**src/xds_pkg.sv**
```systemverilog
// Shared constants and carrier types for the external data address select
// block: register offsets, field positions, reset values and timing counts.
// Assumes the core's special function register port is 8 bits wide with an
// 8-bit register address, and that external data addresses are 16 bits.
package xds_pkg;

  ////////////////////////////////////////////////////////////////////////////
  // Widths.
  localparam int DATA_W = 8;
  localparam int ADDR_W = 16;
  localparam int SFR_W  = 8;

  ////////////////////////////////////////////////////////////////////////////
  // Special function register addresses.
  localparam logic [SFR_W-1:0] PTR_SEL_ADDR  = 8'h86;
  localparam logic [SFR_W-1:0] PTR_LOW_ADDR  = 8'h82;
  localparam logic [SFR_W-1:0] PTR_HIGH_ADDR = 8'h83;
  localparam logic [SFR_W-1:0] CLK_CTRL_ADDR = 8'h8E;

  // Field positions and reset values.
  localparam int               PTR_SEL_BIT    = 0;
  localparam int               STRETCH_LSB    = 0;
  localparam int               STRETCH_W      = 3;
  localparam logic [2:0]       STRETCH_RESET  = 3'h1;
  localparam logic             PTR_SEL_RESET  = 1'b0;
  localparam logic [ADDR_W-1:0] PTR_RESET     = 16'h0000;
  localparam logic [DATA_W-1:0] READ_ZERO     = 8'h00;

  ////////////////////////////////////////////////////////////////////////////
  // Timing: states per machine cycle and the shortest external move.
  localparam int         STATES_PER_MC = 4;
  localparam logic [3:0] MIN_MOVE_MC   = 4'h2;

  // Clock states inside one machine cycle, in order.
  typedef enum logic [1:0] {
    XDS_C1,
    XDS_C2,
    XDS_C3,
    XDS_C4
  } xds_phase_t;

  ////////////////////////////////////////////////////////////////////////////
  // Core access to the special function registers.
  typedef struct packed {
    logic              wr;
    logic              rd;
    logic [SFR_W-1:0]  addr;
    logic [DATA_W-1:0] wdata;
  } xds_sfr_req_t;

  // One external data move request from the instruction decoder.
  typedef struct packed {
    logic              start;
    logic              pointer_form;
    logic              write;
    logic [DATA_W-1:0] index_reg;
    logic [DATA_W-1:0] upper_port;
    logic [DATA_W-1:0] wdata;
  } xds_move_req_t;

  // Address and data presented to external memory.
  typedef struct packed {
    logic              active;
    logic              write;
    logic [ADDR_W-1:0] addr;
    logic [DATA_W-1:0] wdata;
  } xds_ext_bus_t;

endpackage : xds_pkg

```
**src/xds_cycle_timer.sv**
```systemverilog
// Machine cycle sequencer for the external data move.
// Assumes a free-running core clock; the move may start only at a machine
// cycle boundary, so requests are held by the caller until accepted.
`timescale 1ns/1ps
`default_nettype none

module xds_cycle_timer (
  input  wire logic                  clk,
  input  wire logic                  resetn,
  input  wire logic                  go,
  input  wire logic [2:0]            stretch,
  output var  xds_pkg::xds_phase_t   phase,
  output var  logic                  busy,
  output var  logic                  done
);

  typedef enum logic {
    XDS_T_IDLE,
    XDS_T_RUN
  } xds_tstate_t;

  xds_pkg::xds_phase_t phase_reg;
  xds_pkg::xds_phase_t phase_next;
  xds_tstate_t         state_reg;
  xds_tstate_t         state_next;
  logic [3:0]          mc_left_reg;
  logic [3:0]          mc_left_next;
  logic                done_reg;
  logic                done_next;

  ////////////////////////////////////////////////////////////////////////////
  // The four clock states roll over forever; a move spans whole machine
  // cycles, so it is taken only in C4 and runs from the next C1.
  always_comb begin
    phase_next   = xds_pkg::xds_phase_t'(phase_reg + 2'h1);
    state_next   = state_reg;
    mc_left_next = mc_left_reg;
    done_next    = 1'b0;
    case (state_reg)
      XDS_T_IDLE: begin
        if (go && phase_reg == xds_pkg::XDS_C4) begin
          state_next   = XDS_T_RUN;
          mc_left_next = xds_pkg::MIN_MOVE_MC + {1'b0, stretch};
        end
      end
      XDS_T_RUN: begin
        if (phase_reg == xds_pkg::XDS_C4) begin
          if (mc_left_reg == 4'h1) begin
            state_next = XDS_T_IDLE;
            done_next  = 1'b1;
          end
          mc_left_next = mc_left_reg - 4'h1;
        end
      end
      default: begin
        state_next = XDS_T_IDLE;
      end
    endcase
  end

  // Register stage of the sequencer.
  always_ff @(posedge clk) begin
    if (!resetn) begin
      phase_reg   <= xds_pkg::XDS_C1;
      state_reg   <= XDS_T_IDLE;
      mc_left_reg <= 4'h0;
      done_reg    <= 1'b0;
    end else begin
      phase_reg   <= phase_next;
      state_reg   <= state_next;
      mc_left_reg <= mc_left_next;
      done_reg    <= done_next;
    end
  end

  assign phase = phase_reg;
  assign busy  = (state_reg == XDS_T_RUN);
  assign done  = done_reg;

endmodule : xds_cycle_timer

`default_nettype wire

```
**src/xds_addr_select.sv**
```systemverilog
// External data address select: two data pointers, the pointer select
// register, the stretch field and address formation for external moves.
// Assumes the core presents register accesses and move requests as
// one-cycle pulses synchronous to clk, and supplies the indexed working
// register and the upper-address port register with each move request.
`timescale 1ns/1ps
`default_nettype none

////////////////////////////////////////////////////////////////////////////
// Behaviour
// - External moves read or write external data space.
// - Indirect form: low byte from index register.
// - Indirect form: high byte from upper port.
// - Pointer form: full selected pointer is address.
// - Two pointers, select bit 0 at 86h.
// - Other select bits ignored, read as zero.
// - Select 0 primary, select 1 secondary.
// - Incrementing select register toggles pointer.
// - Machine cycle is four states C1 to C4.
// - Stretch field sets move length, default 1.
module xds_addr_select (
  input  wire logic                        clk,
  input  wire logic                        resetn,
  input  wire xds_pkg::xds_sfr_req_t       sfr_req,
  output var  logic [xds_pkg::DATA_W-1:0]  sfr_rdata,
  input  wire logic                        pointer_inc,
  input  wire xds_pkg::xds_move_req_t      move_req,
  output var  xds_pkg::xds_ext_bus_t       ext_bus,
  input  wire logic [xds_pkg::DATA_W-1:0]  ext_rdata,
  output var  logic [xds_pkg::DATA_W-1:0]  move_rdata,
  output var  logic                        move_busy,
  output var  logic                        move_done
);

  ////////////////////////////////////////////////////////////////////////////
  // State.
  logic                       pointer_select_reg;
  logic                       pointer_select_next;
  logic [xds_pkg::ADDR_W-1:0] primary_data_pointer_reg;
  logic [xds_pkg::ADDR_W-1:0] primary_data_pointer_next;
  logic [xds_pkg::ADDR_W-1:0] secondary_data_pointer_reg;
  logic [xds_pkg::ADDR_W-1:0] secondary_data_pointer_next;
  logic [2:0]                 stretch_field_reg;
  logic [2:0]                 stretch_field_next;
  logic [xds_pkg::DATA_W-1:0] sfr_rdata_reg;
  logic [xds_pkg::DATA_W-1:0] sfr_rdata_next;

  xds_pkg::xds_ext_bus_t      ext_bus_reg;
  xds_pkg::xds_ext_bus_t      ext_bus_next;
  logic                       pending_reg;
  logic                       pending_next;
  logic [xds_pkg::DATA_W-1:0] move_rdata_reg;
  logic [xds_pkg::DATA_W-1:0] move_rdata_next;
  logic                       move_done_reg;
  logic                       move_done_next;

  logic                       timer_busy;
  logic                       timer_done;

  ////////////////////////////////////////////////////////////////////////////
  // Picks the pointer that the select bit names; used for register reads,
  // increments and address formation alike.
  function automatic logic [xds_pkg::ADDR_W-1:0] selected_pointer(
    input logic                       sel,
    input logic [xds_pkg::ADDR_W-1:0] primary,
    input logic [xds_pkg::ADDR_W-1:0] secondary
  );
    selected_pointer = sel ? secondary : primary;
  endfunction : selected_pointer

  ////////////////////////////////////////////////////////////////////////////
  // Register file. A pointer byte write and an increment in the same cycle
  // resolve in favour of the write, since software asked for that value.
  always_comb begin
    logic [xds_pkg::ADDR_W-1:0] cur;
    logic [xds_pkg::ADDR_W-1:0] upd;
    cur = selected_pointer(pointer_select_reg, primary_data_pointer_reg,
                           secondary_data_pointer_reg);
    upd = cur;
    pointer_select_next         = pointer_select_reg;
    stretch_field_next          = stretch_field_reg;
    primary_data_pointer_next   = primary_data_pointer_reg;
    secondary_data_pointer_next = secondary_data_pointer_reg;

    if (pointer_inc) begin
      upd = cur + 16'h0001;
    end
    if (sfr_req.wr) begin
      case (sfr_req.addr)
        xds_pkg::PTR_SEL_ADDR: begin
          // Only bit 0 is stored, so an increment of the whole register
          // flips the selection in one instruction.
          pointer_select_next = sfr_req.wdata[xds_pkg::PTR_SEL_BIT];
        end
        xds_pkg::PTR_LOW_ADDR: begin
          upd = {cur[15:8], sfr_req.wdata};
        end
        xds_pkg::PTR_HIGH_ADDR: begin
          upd = {sfr_req.wdata, cur[7:0]};
        end
        xds_pkg::CLK_CTRL_ADDR: begin
          stretch_field_next =
            sfr_req.wdata[xds_pkg::STRETCH_LSB +: xds_pkg::STRETCH_W];
        end
        default: begin
          upd = cur;
        end
      endcase
    end

    // Only the selected pointer takes the new value; the other is held.
    if (pointer_select_reg) begin
      secondary_data_pointer_next = upd;
    end else begin
      primary_data_pointer_next = upd;
    end
  end

  ////////////////////////////////////////////////////////////////////////////
  // Read data is registered; unmapped addresses read as zero.
  always_comb begin
    logic [xds_pkg::ADDR_W-1:0] cur;
    cur = selected_pointer(pointer_select_reg, primary_data_pointer_reg,
                           secondary_data_pointer_reg);
    sfr_rdata_next = sfr_rdata_reg;
    if (sfr_req.rd) begin
      case (sfr_req.addr)
        xds_pkg::PTR_SEL_ADDR: begin
          sfr_rdata_next = {7'h00, pointer_select_reg};
        end
        xds_pkg::PTR_LOW_ADDR: begin
          sfr_rdata_next = cur[7:0];
        end
        xds_pkg::PTR_HIGH_ADDR: begin
          sfr_rdata_next = cur[15:8];
        end
        xds_pkg::CLK_CTRL_ADDR: begin
          sfr_rdata_next = {5'h00, stretch_field_reg};
        end
        default: begin
          sfr_rdata_next = xds_pkg::READ_ZERO;
        end
      endcase
    end
  end

  // Register stage of the register file.
  always_ff @(posedge clk) begin
    if (!resetn) begin
      pointer_select_reg         <= xds_pkg::PTR_SEL_RESET;
      primary_data_pointer_reg   <= xds_pkg::PTR_RESET;
      secondary_data_pointer_reg <= xds_pkg::PTR_RESET;
      stretch_field_reg          <= xds_pkg::STRETCH_RESET;
      sfr_rdata_reg              <= xds_pkg::READ_ZERO;
    end else begin
      pointer_select_reg         <= pointer_select_next;
      primary_data_pointer_reg   <= primary_data_pointer_next;
      secondary_data_pointer_reg <= secondary_data_pointer_next;
      stretch_field_reg          <= stretch_field_next;
      sfr_rdata_reg              <= sfr_rdata_next;
    end
  end

  ////////////////////////////////////////////////////////////////////////////
  // Machine cycle timing for the move.
  xds_cycle_timer u_timer (
    .clk     (clk),
    .resetn  (resetn),
    .go      (pending_reg),
    .stretch (stretch_field_reg),
    .phase   (),
    .busy    (timer_busy),
    .done    (timer_done)
  );

  ////////////////////////////////////////////////////////////////////////////
  // External move. The address is frozen when the request is taken, so a
  // pointer update issued during the move cannot disturb the access.
  // Requests made while a move is in flight are dropped.
  always_comb begin
    ext_bus_next    = ext_bus_reg;
    pending_next    = pending_reg;
    move_rdata_next = move_rdata_reg;
    move_done_next  = 1'b0;

    if (move_req.start && !ext_bus_reg.active) begin
      ext_bus_next.active = 1'b1;
      ext_bus_next.write  = move_req.write;
      ext_bus_next.wdata  = move_req.wdata;
      pending_next        = 1'b1;
      if (move_req.pointer_form) begin
        ext_bus_next.addr = selected_pointer(pointer_select_reg,
                                             primary_data_pointer_reg,
                                             secondary_data_pointer_reg);
      end else begin
        ext_bus_next.addr[7:0]  = move_req.index_reg;
        ext_bus_next.addr[15:8] = move_req.upper_port;
      end
    end

    // The timer has taken the request once it reports busy.
    if (timer_busy) begin
      pending_next = 1'b0;
    end

    if (timer_done && ext_bus_reg.active) begin
      ext_bus_next.active = 1'b0;
      move_done_next      = 1'b1;
      if (!ext_bus_reg.write) begin
        move_rdata_next = ext_rdata;
      end
    end
  end

  // Register stage of the move path.
  always_ff @(posedge clk) begin
    if (!resetn) begin
      ext_bus_reg    <= '0;
      pending_reg    <= 1'b0;
      move_rdata_reg <= xds_pkg::READ_ZERO;
      move_done_reg  <= 1'b0;
    end else begin
      ext_bus_reg    <= ext_bus_next;
      pending_reg    <= pending_next;
      move_rdata_reg <= move_rdata_next;
      move_done_reg  <= move_done_next;
    end
  end

  ////////////////////////////////////////////////////////////////////////////
  // Outputs come straight from flip-flops.
  assign sfr_rdata  = sfr_rdata_reg;
  assign ext_bus    = ext_bus_reg;
  assign move_rdata = move_rdata_reg;
  assign move_busy  = ext_bus_reg.active;
  assign move_done  = move_done_reg;

endmodule : xds_addr_select

`default_nettype wire

```
**config.mk**
```make
export PLATFORM = sky130hd
export DESIGN_NAME = xds_addr_select
export DESIGN_NICKNAME = d
export VERILOG_FILES = /design/src/xds_pkg.sv /design/src/xds_cycle_timer.sv /design/src/xds_addr_select.sv
export SDC_FILE = /design/constraint.sdc
export NUM_CORES = 1
export LEC_CHECK = 0
export ABC_AREA = 1
export BUFFER_PORTS_ARGS = -buffer_cell sky130_fd_sc_hd__buf_4
export CAP_MARGIN = 40
export CORE_MARGIN = 3
export CORE_UTILIZATION = 25
export CTS_CLUSTER_SIZE = 30
export DETAILED_ROUTE_END_ITERATION = 8
export HOLD_SLACK_MARGIN = 0.08
export SYNTH_ARGS = -nofsm -noshare
export SYNTH_HDL_FRONTEND = slang
export SYNTH_SLANG_ARGS = --single-unit
```
**constraint.sdc**
```tcl
create_clock -name clk -period 3.9 [get_ports clk]
set_input_delay 0.78 -clock clk [delete_from_list [all_inputs] [get_ports clk]]
set_output_delay 0.78 -clock clk [all_outputs]
set_load 0.1 [all_outputs]
```
==> metrics.txt <==
Max-cap violations=0; count of final hold-check violations=0; ANT cells=0; WL per Instance=13.8 µm; post-synthesis adder-cell area fraction=0.0136; Total GRT Usage=0.136; Setup crit end kind=flip-flop; clk_skew=between 0.007 and 0.008 ns; root buf cell=clkbuf_16; Slowest Stage Delay on Critical Path=roughly 0.73 ns; R2R Path Start=pointer_select_reg$_SDFFE_PN0P_; clk buf depth=2; pin count of the biggest net entering global routing=61; Post-CTS Resized=0; sequential fraction of the synthesis area=0.382; Row Count=49; H-Tree Depth=3; Lkg Pwr=2.74 nW; final WL=roughly 14 mm; hpwl dp=10.4 mm; Slew headroom=0.511; Worst Reg2Reg Path Length in Cells=15; Vias/cell=about 4.7; Final #Nets=836; PD cells=364 mW/mm²; die area=0.0201 mm²; Die Height=roughly 140 µm; Achievable Freq=403 MHz; layout cell share with drive strength beyond 1=0.179; minimum clock period=2.48 ns; port buffer count=about 100; reg-to-reg setup timing slack=1.42 ns; Reg2Reg Capture Point=primary_data_pointer_reg[14]$_SDFFE_PN0N_; worst path cell trace=nand2_1, o21ai_1, ha_1, nand2_1, nand3b_1, inv_1, nand2_1, nor2_2, nand2_1, nand2_1, nand2_1, nand2_1, nand3_1, nand2_1, inv_1; Die Wd=between 100 and 150 µm; Worst Path Max Fanout=35; Clk Latency, worst-skew pair=0.35 ns; first-pass GRT wire length=22.4 mm; setup_tns=0 ns; routed vias=about 4800; mux share of post-synthesis cell area=0; initial antenna violation count=0; delay-heaviest family, CP=simple AND/OR/NAND/NOR gates; Antenna Nets Post-Route=0; initial DRC count=around 290; Worst Max-Slew Pin Slew=0.725 ns; Util after Layout=0.321; drt pass-1 iters=5; unrepaired setup endpoints after global routing=false; CP arrival=between 2 and 3 ns; CTS tree=built; Syn Nets=about 760; Hold Path Class=flip-flop to flip-flop; CP max stage cell=dfxtp_2; vias in the first global route=4451; I/O pin count=100; post-CTS setup buffer count=0; WP buf/inv=2; Post-Syn Instances=696; gp weighted congestion=about 0.9; critical path class=flip-flop to flip-flop; hold path start=u_timer.phase[0]$_SDFF_PN0_; cell area after synthesis=around 0.0046 mm²; Yosys warnings=0; flip-flop count of the largest register after layout=25; Crit path required time=roughly 4.1 ns; Starting Density=0.256; Avg Inst Size Synth=6.62 µm²; DRC=0; area grow syn2layout=25.6%; CORE AREA=about 0.018 mm²; most frequent CP cell=nand2_1; hold path cells=1; clk slew on worst S/H paths=0.07 ns; run status=finished clean; worst vdd ir=0.246 mV; final-report setup violation count=0; gr ovfl total=0; Critical Path Source Type=flip-flop; Final period util=0.637; Netlist cell types=34; synthesis-stage register bit count=88; hold_buf cts=0; Final Max Slew Viols=0; simple-gate share of the synthesized area=0.295; TritonCTS Buffers=9; compound-gate portion of the synthesized area=0.194; end of the worst hold path=u_timer.phase[0]$_SDFF_PN0_; Synth Area in XOR/XNOR=0.00570; CTS sink count=88; largest family of logic cells by synthesized area=simple AND/OR/NAND/NOR gates; Fill cells=2008
[area by class of cell]
class                           count  area [µm²]  share of cell area
Multi-Input combinational cell    484        2340               0.405
Inverter                           89         334              0.0577
Tap cell                          229         287              0.0495
Clock inverter                      7        47.5             0.00821
Sequential cell                    88        1760               0.304
Clock buffer                        9         225              0.0389
Timing Repair Buffer              103         793               0.137
[metal layers]
layer,track usage,part of all wire
met1,0.185,0.46
met2,0.220,0.46
met3,0.0300,0.068
met4,0.0354,0.013
met5,0,0
[cell usage in the layout, fill, tap and decap left out, drive strengths merged]
master and count:
o221ai 1, nand3b 2, o21ai 62, a211oi 1, clkinvlp 2, clkinv 5
dfxtp 88, o2bb2ai 3, o211ai 18, a21oi 58, xor2 3, o22ai 14
nor2 76, nand3 54, o21a 1, nand4 10, o211a 1, ha 5
buf 103, clkbuf 9, inv 89, a31oi 1, nor3 4, nand2 170
[kinds of logic after synthesis]
kind of cell             after synthesis
buffers and inverters                124
flip-flops                            88
AND/OR/NAND/NOR                      316
adder cells (fa/ha/maj)                5
AO/OA/AOI/OAI                        160
XOR/XNOR                               3
[cells in the mapped netlist]
cell	number	area share
nand2_1	161	0.13
dfxtp_1	88	0.38
inv_1	86	0.070
nor2_1	69	0.056
a21oi_1	58	0.063
o21ai_0	57	0.062
nand3_1	53	0.058
clkbuf_1	23	0.019
o211ai_1	18	0.029
o22ai_1	14	0.019
nand4_1	10	0.014
nand2_2	8	0.011
buf_2	5	0.0054
ha_1	5	0.014
nor2_4	4	0.0098
nor3_1	4	0.0043
o21ai_1	4	0.0043
buf_4	3	0.0049
buf_6	3	0.0073
nor2_2	3	0.0041
o2bb2ai_1	3	0.0057
xor2_1	3	0.0057
inv_2	2	0.0016
nand3b_1	2	0.0033
a211oi_1	1	0.0016
a31oi_1	1	0.0014
buf_1	1	0.00081
clkinv_1	1	0.00081
nand2_4	1	0.0024
nand3_2	1	0.0022
o211a_1	1	0.0022
o21a_1	1	0.0016
o21ai_2	1	0.0019
o221ai_1	1	0.0019
[power by group]
group	internal [mW]	total (mW)	switching [mW]	leakage [nW]
Combinational	0.0944	0.357	0.263	1.90
Clock	0.432	0.808	0.377	0.132
Sequential	0.927	0.943	0.0159	0.716
Total	1.45	2.11	0.655	2.74
[through the flow]
step	power, mW	cells	area [µm²]	hold WS [ns]	worst slack (ns)
global route	2.19	1009	5790	0.439	1.12
global placement	1.32	992	5490	0.414	1.43
detailed placement	1.32	993	5520	0.414	1.42
CTS	2.13	1009	5790	0.424	1.45
finish	2.11	1009	5790	0.421	1.42
floorplan	1.21	696	4610	0.399	1.71
[worst max-delay path by stage]
stage | startpoint | to | slack, ns | cells after the start
after global routing | pointer_select_reg$_SDFFE_PN0P_ | secondary_data_pointer_reg[15]$_SDFFE_PN0P_ | 1.12 | 12
after floorplan | move_busy$_SDFFE_PP0P_ | ext_bus[25] | 1.71 | 1
after global placement | sfr_req[13] | sfr_rdata[7]$_SDFFE_PN0P_ | 1.43 | 8
after detailed placement | sfr_req[15] | secondary_data_pointer_reg[5]$_SDFFE_PN0P_ | 1.42 | 12
final | pointer_select_reg$_SDFFE_PN0P_ | primary_data_pointer_reg[14]$_SDFFE_PN0N_ | 1.42 | 15
after CTS | pointer_select_reg$_SDFFE_PN0P_ | primary_data_pointer_reg[11]$_SDFFE_PN0N_ | 1.45 | 10
No activity file was read; power rests on OpenSTA's default activity.
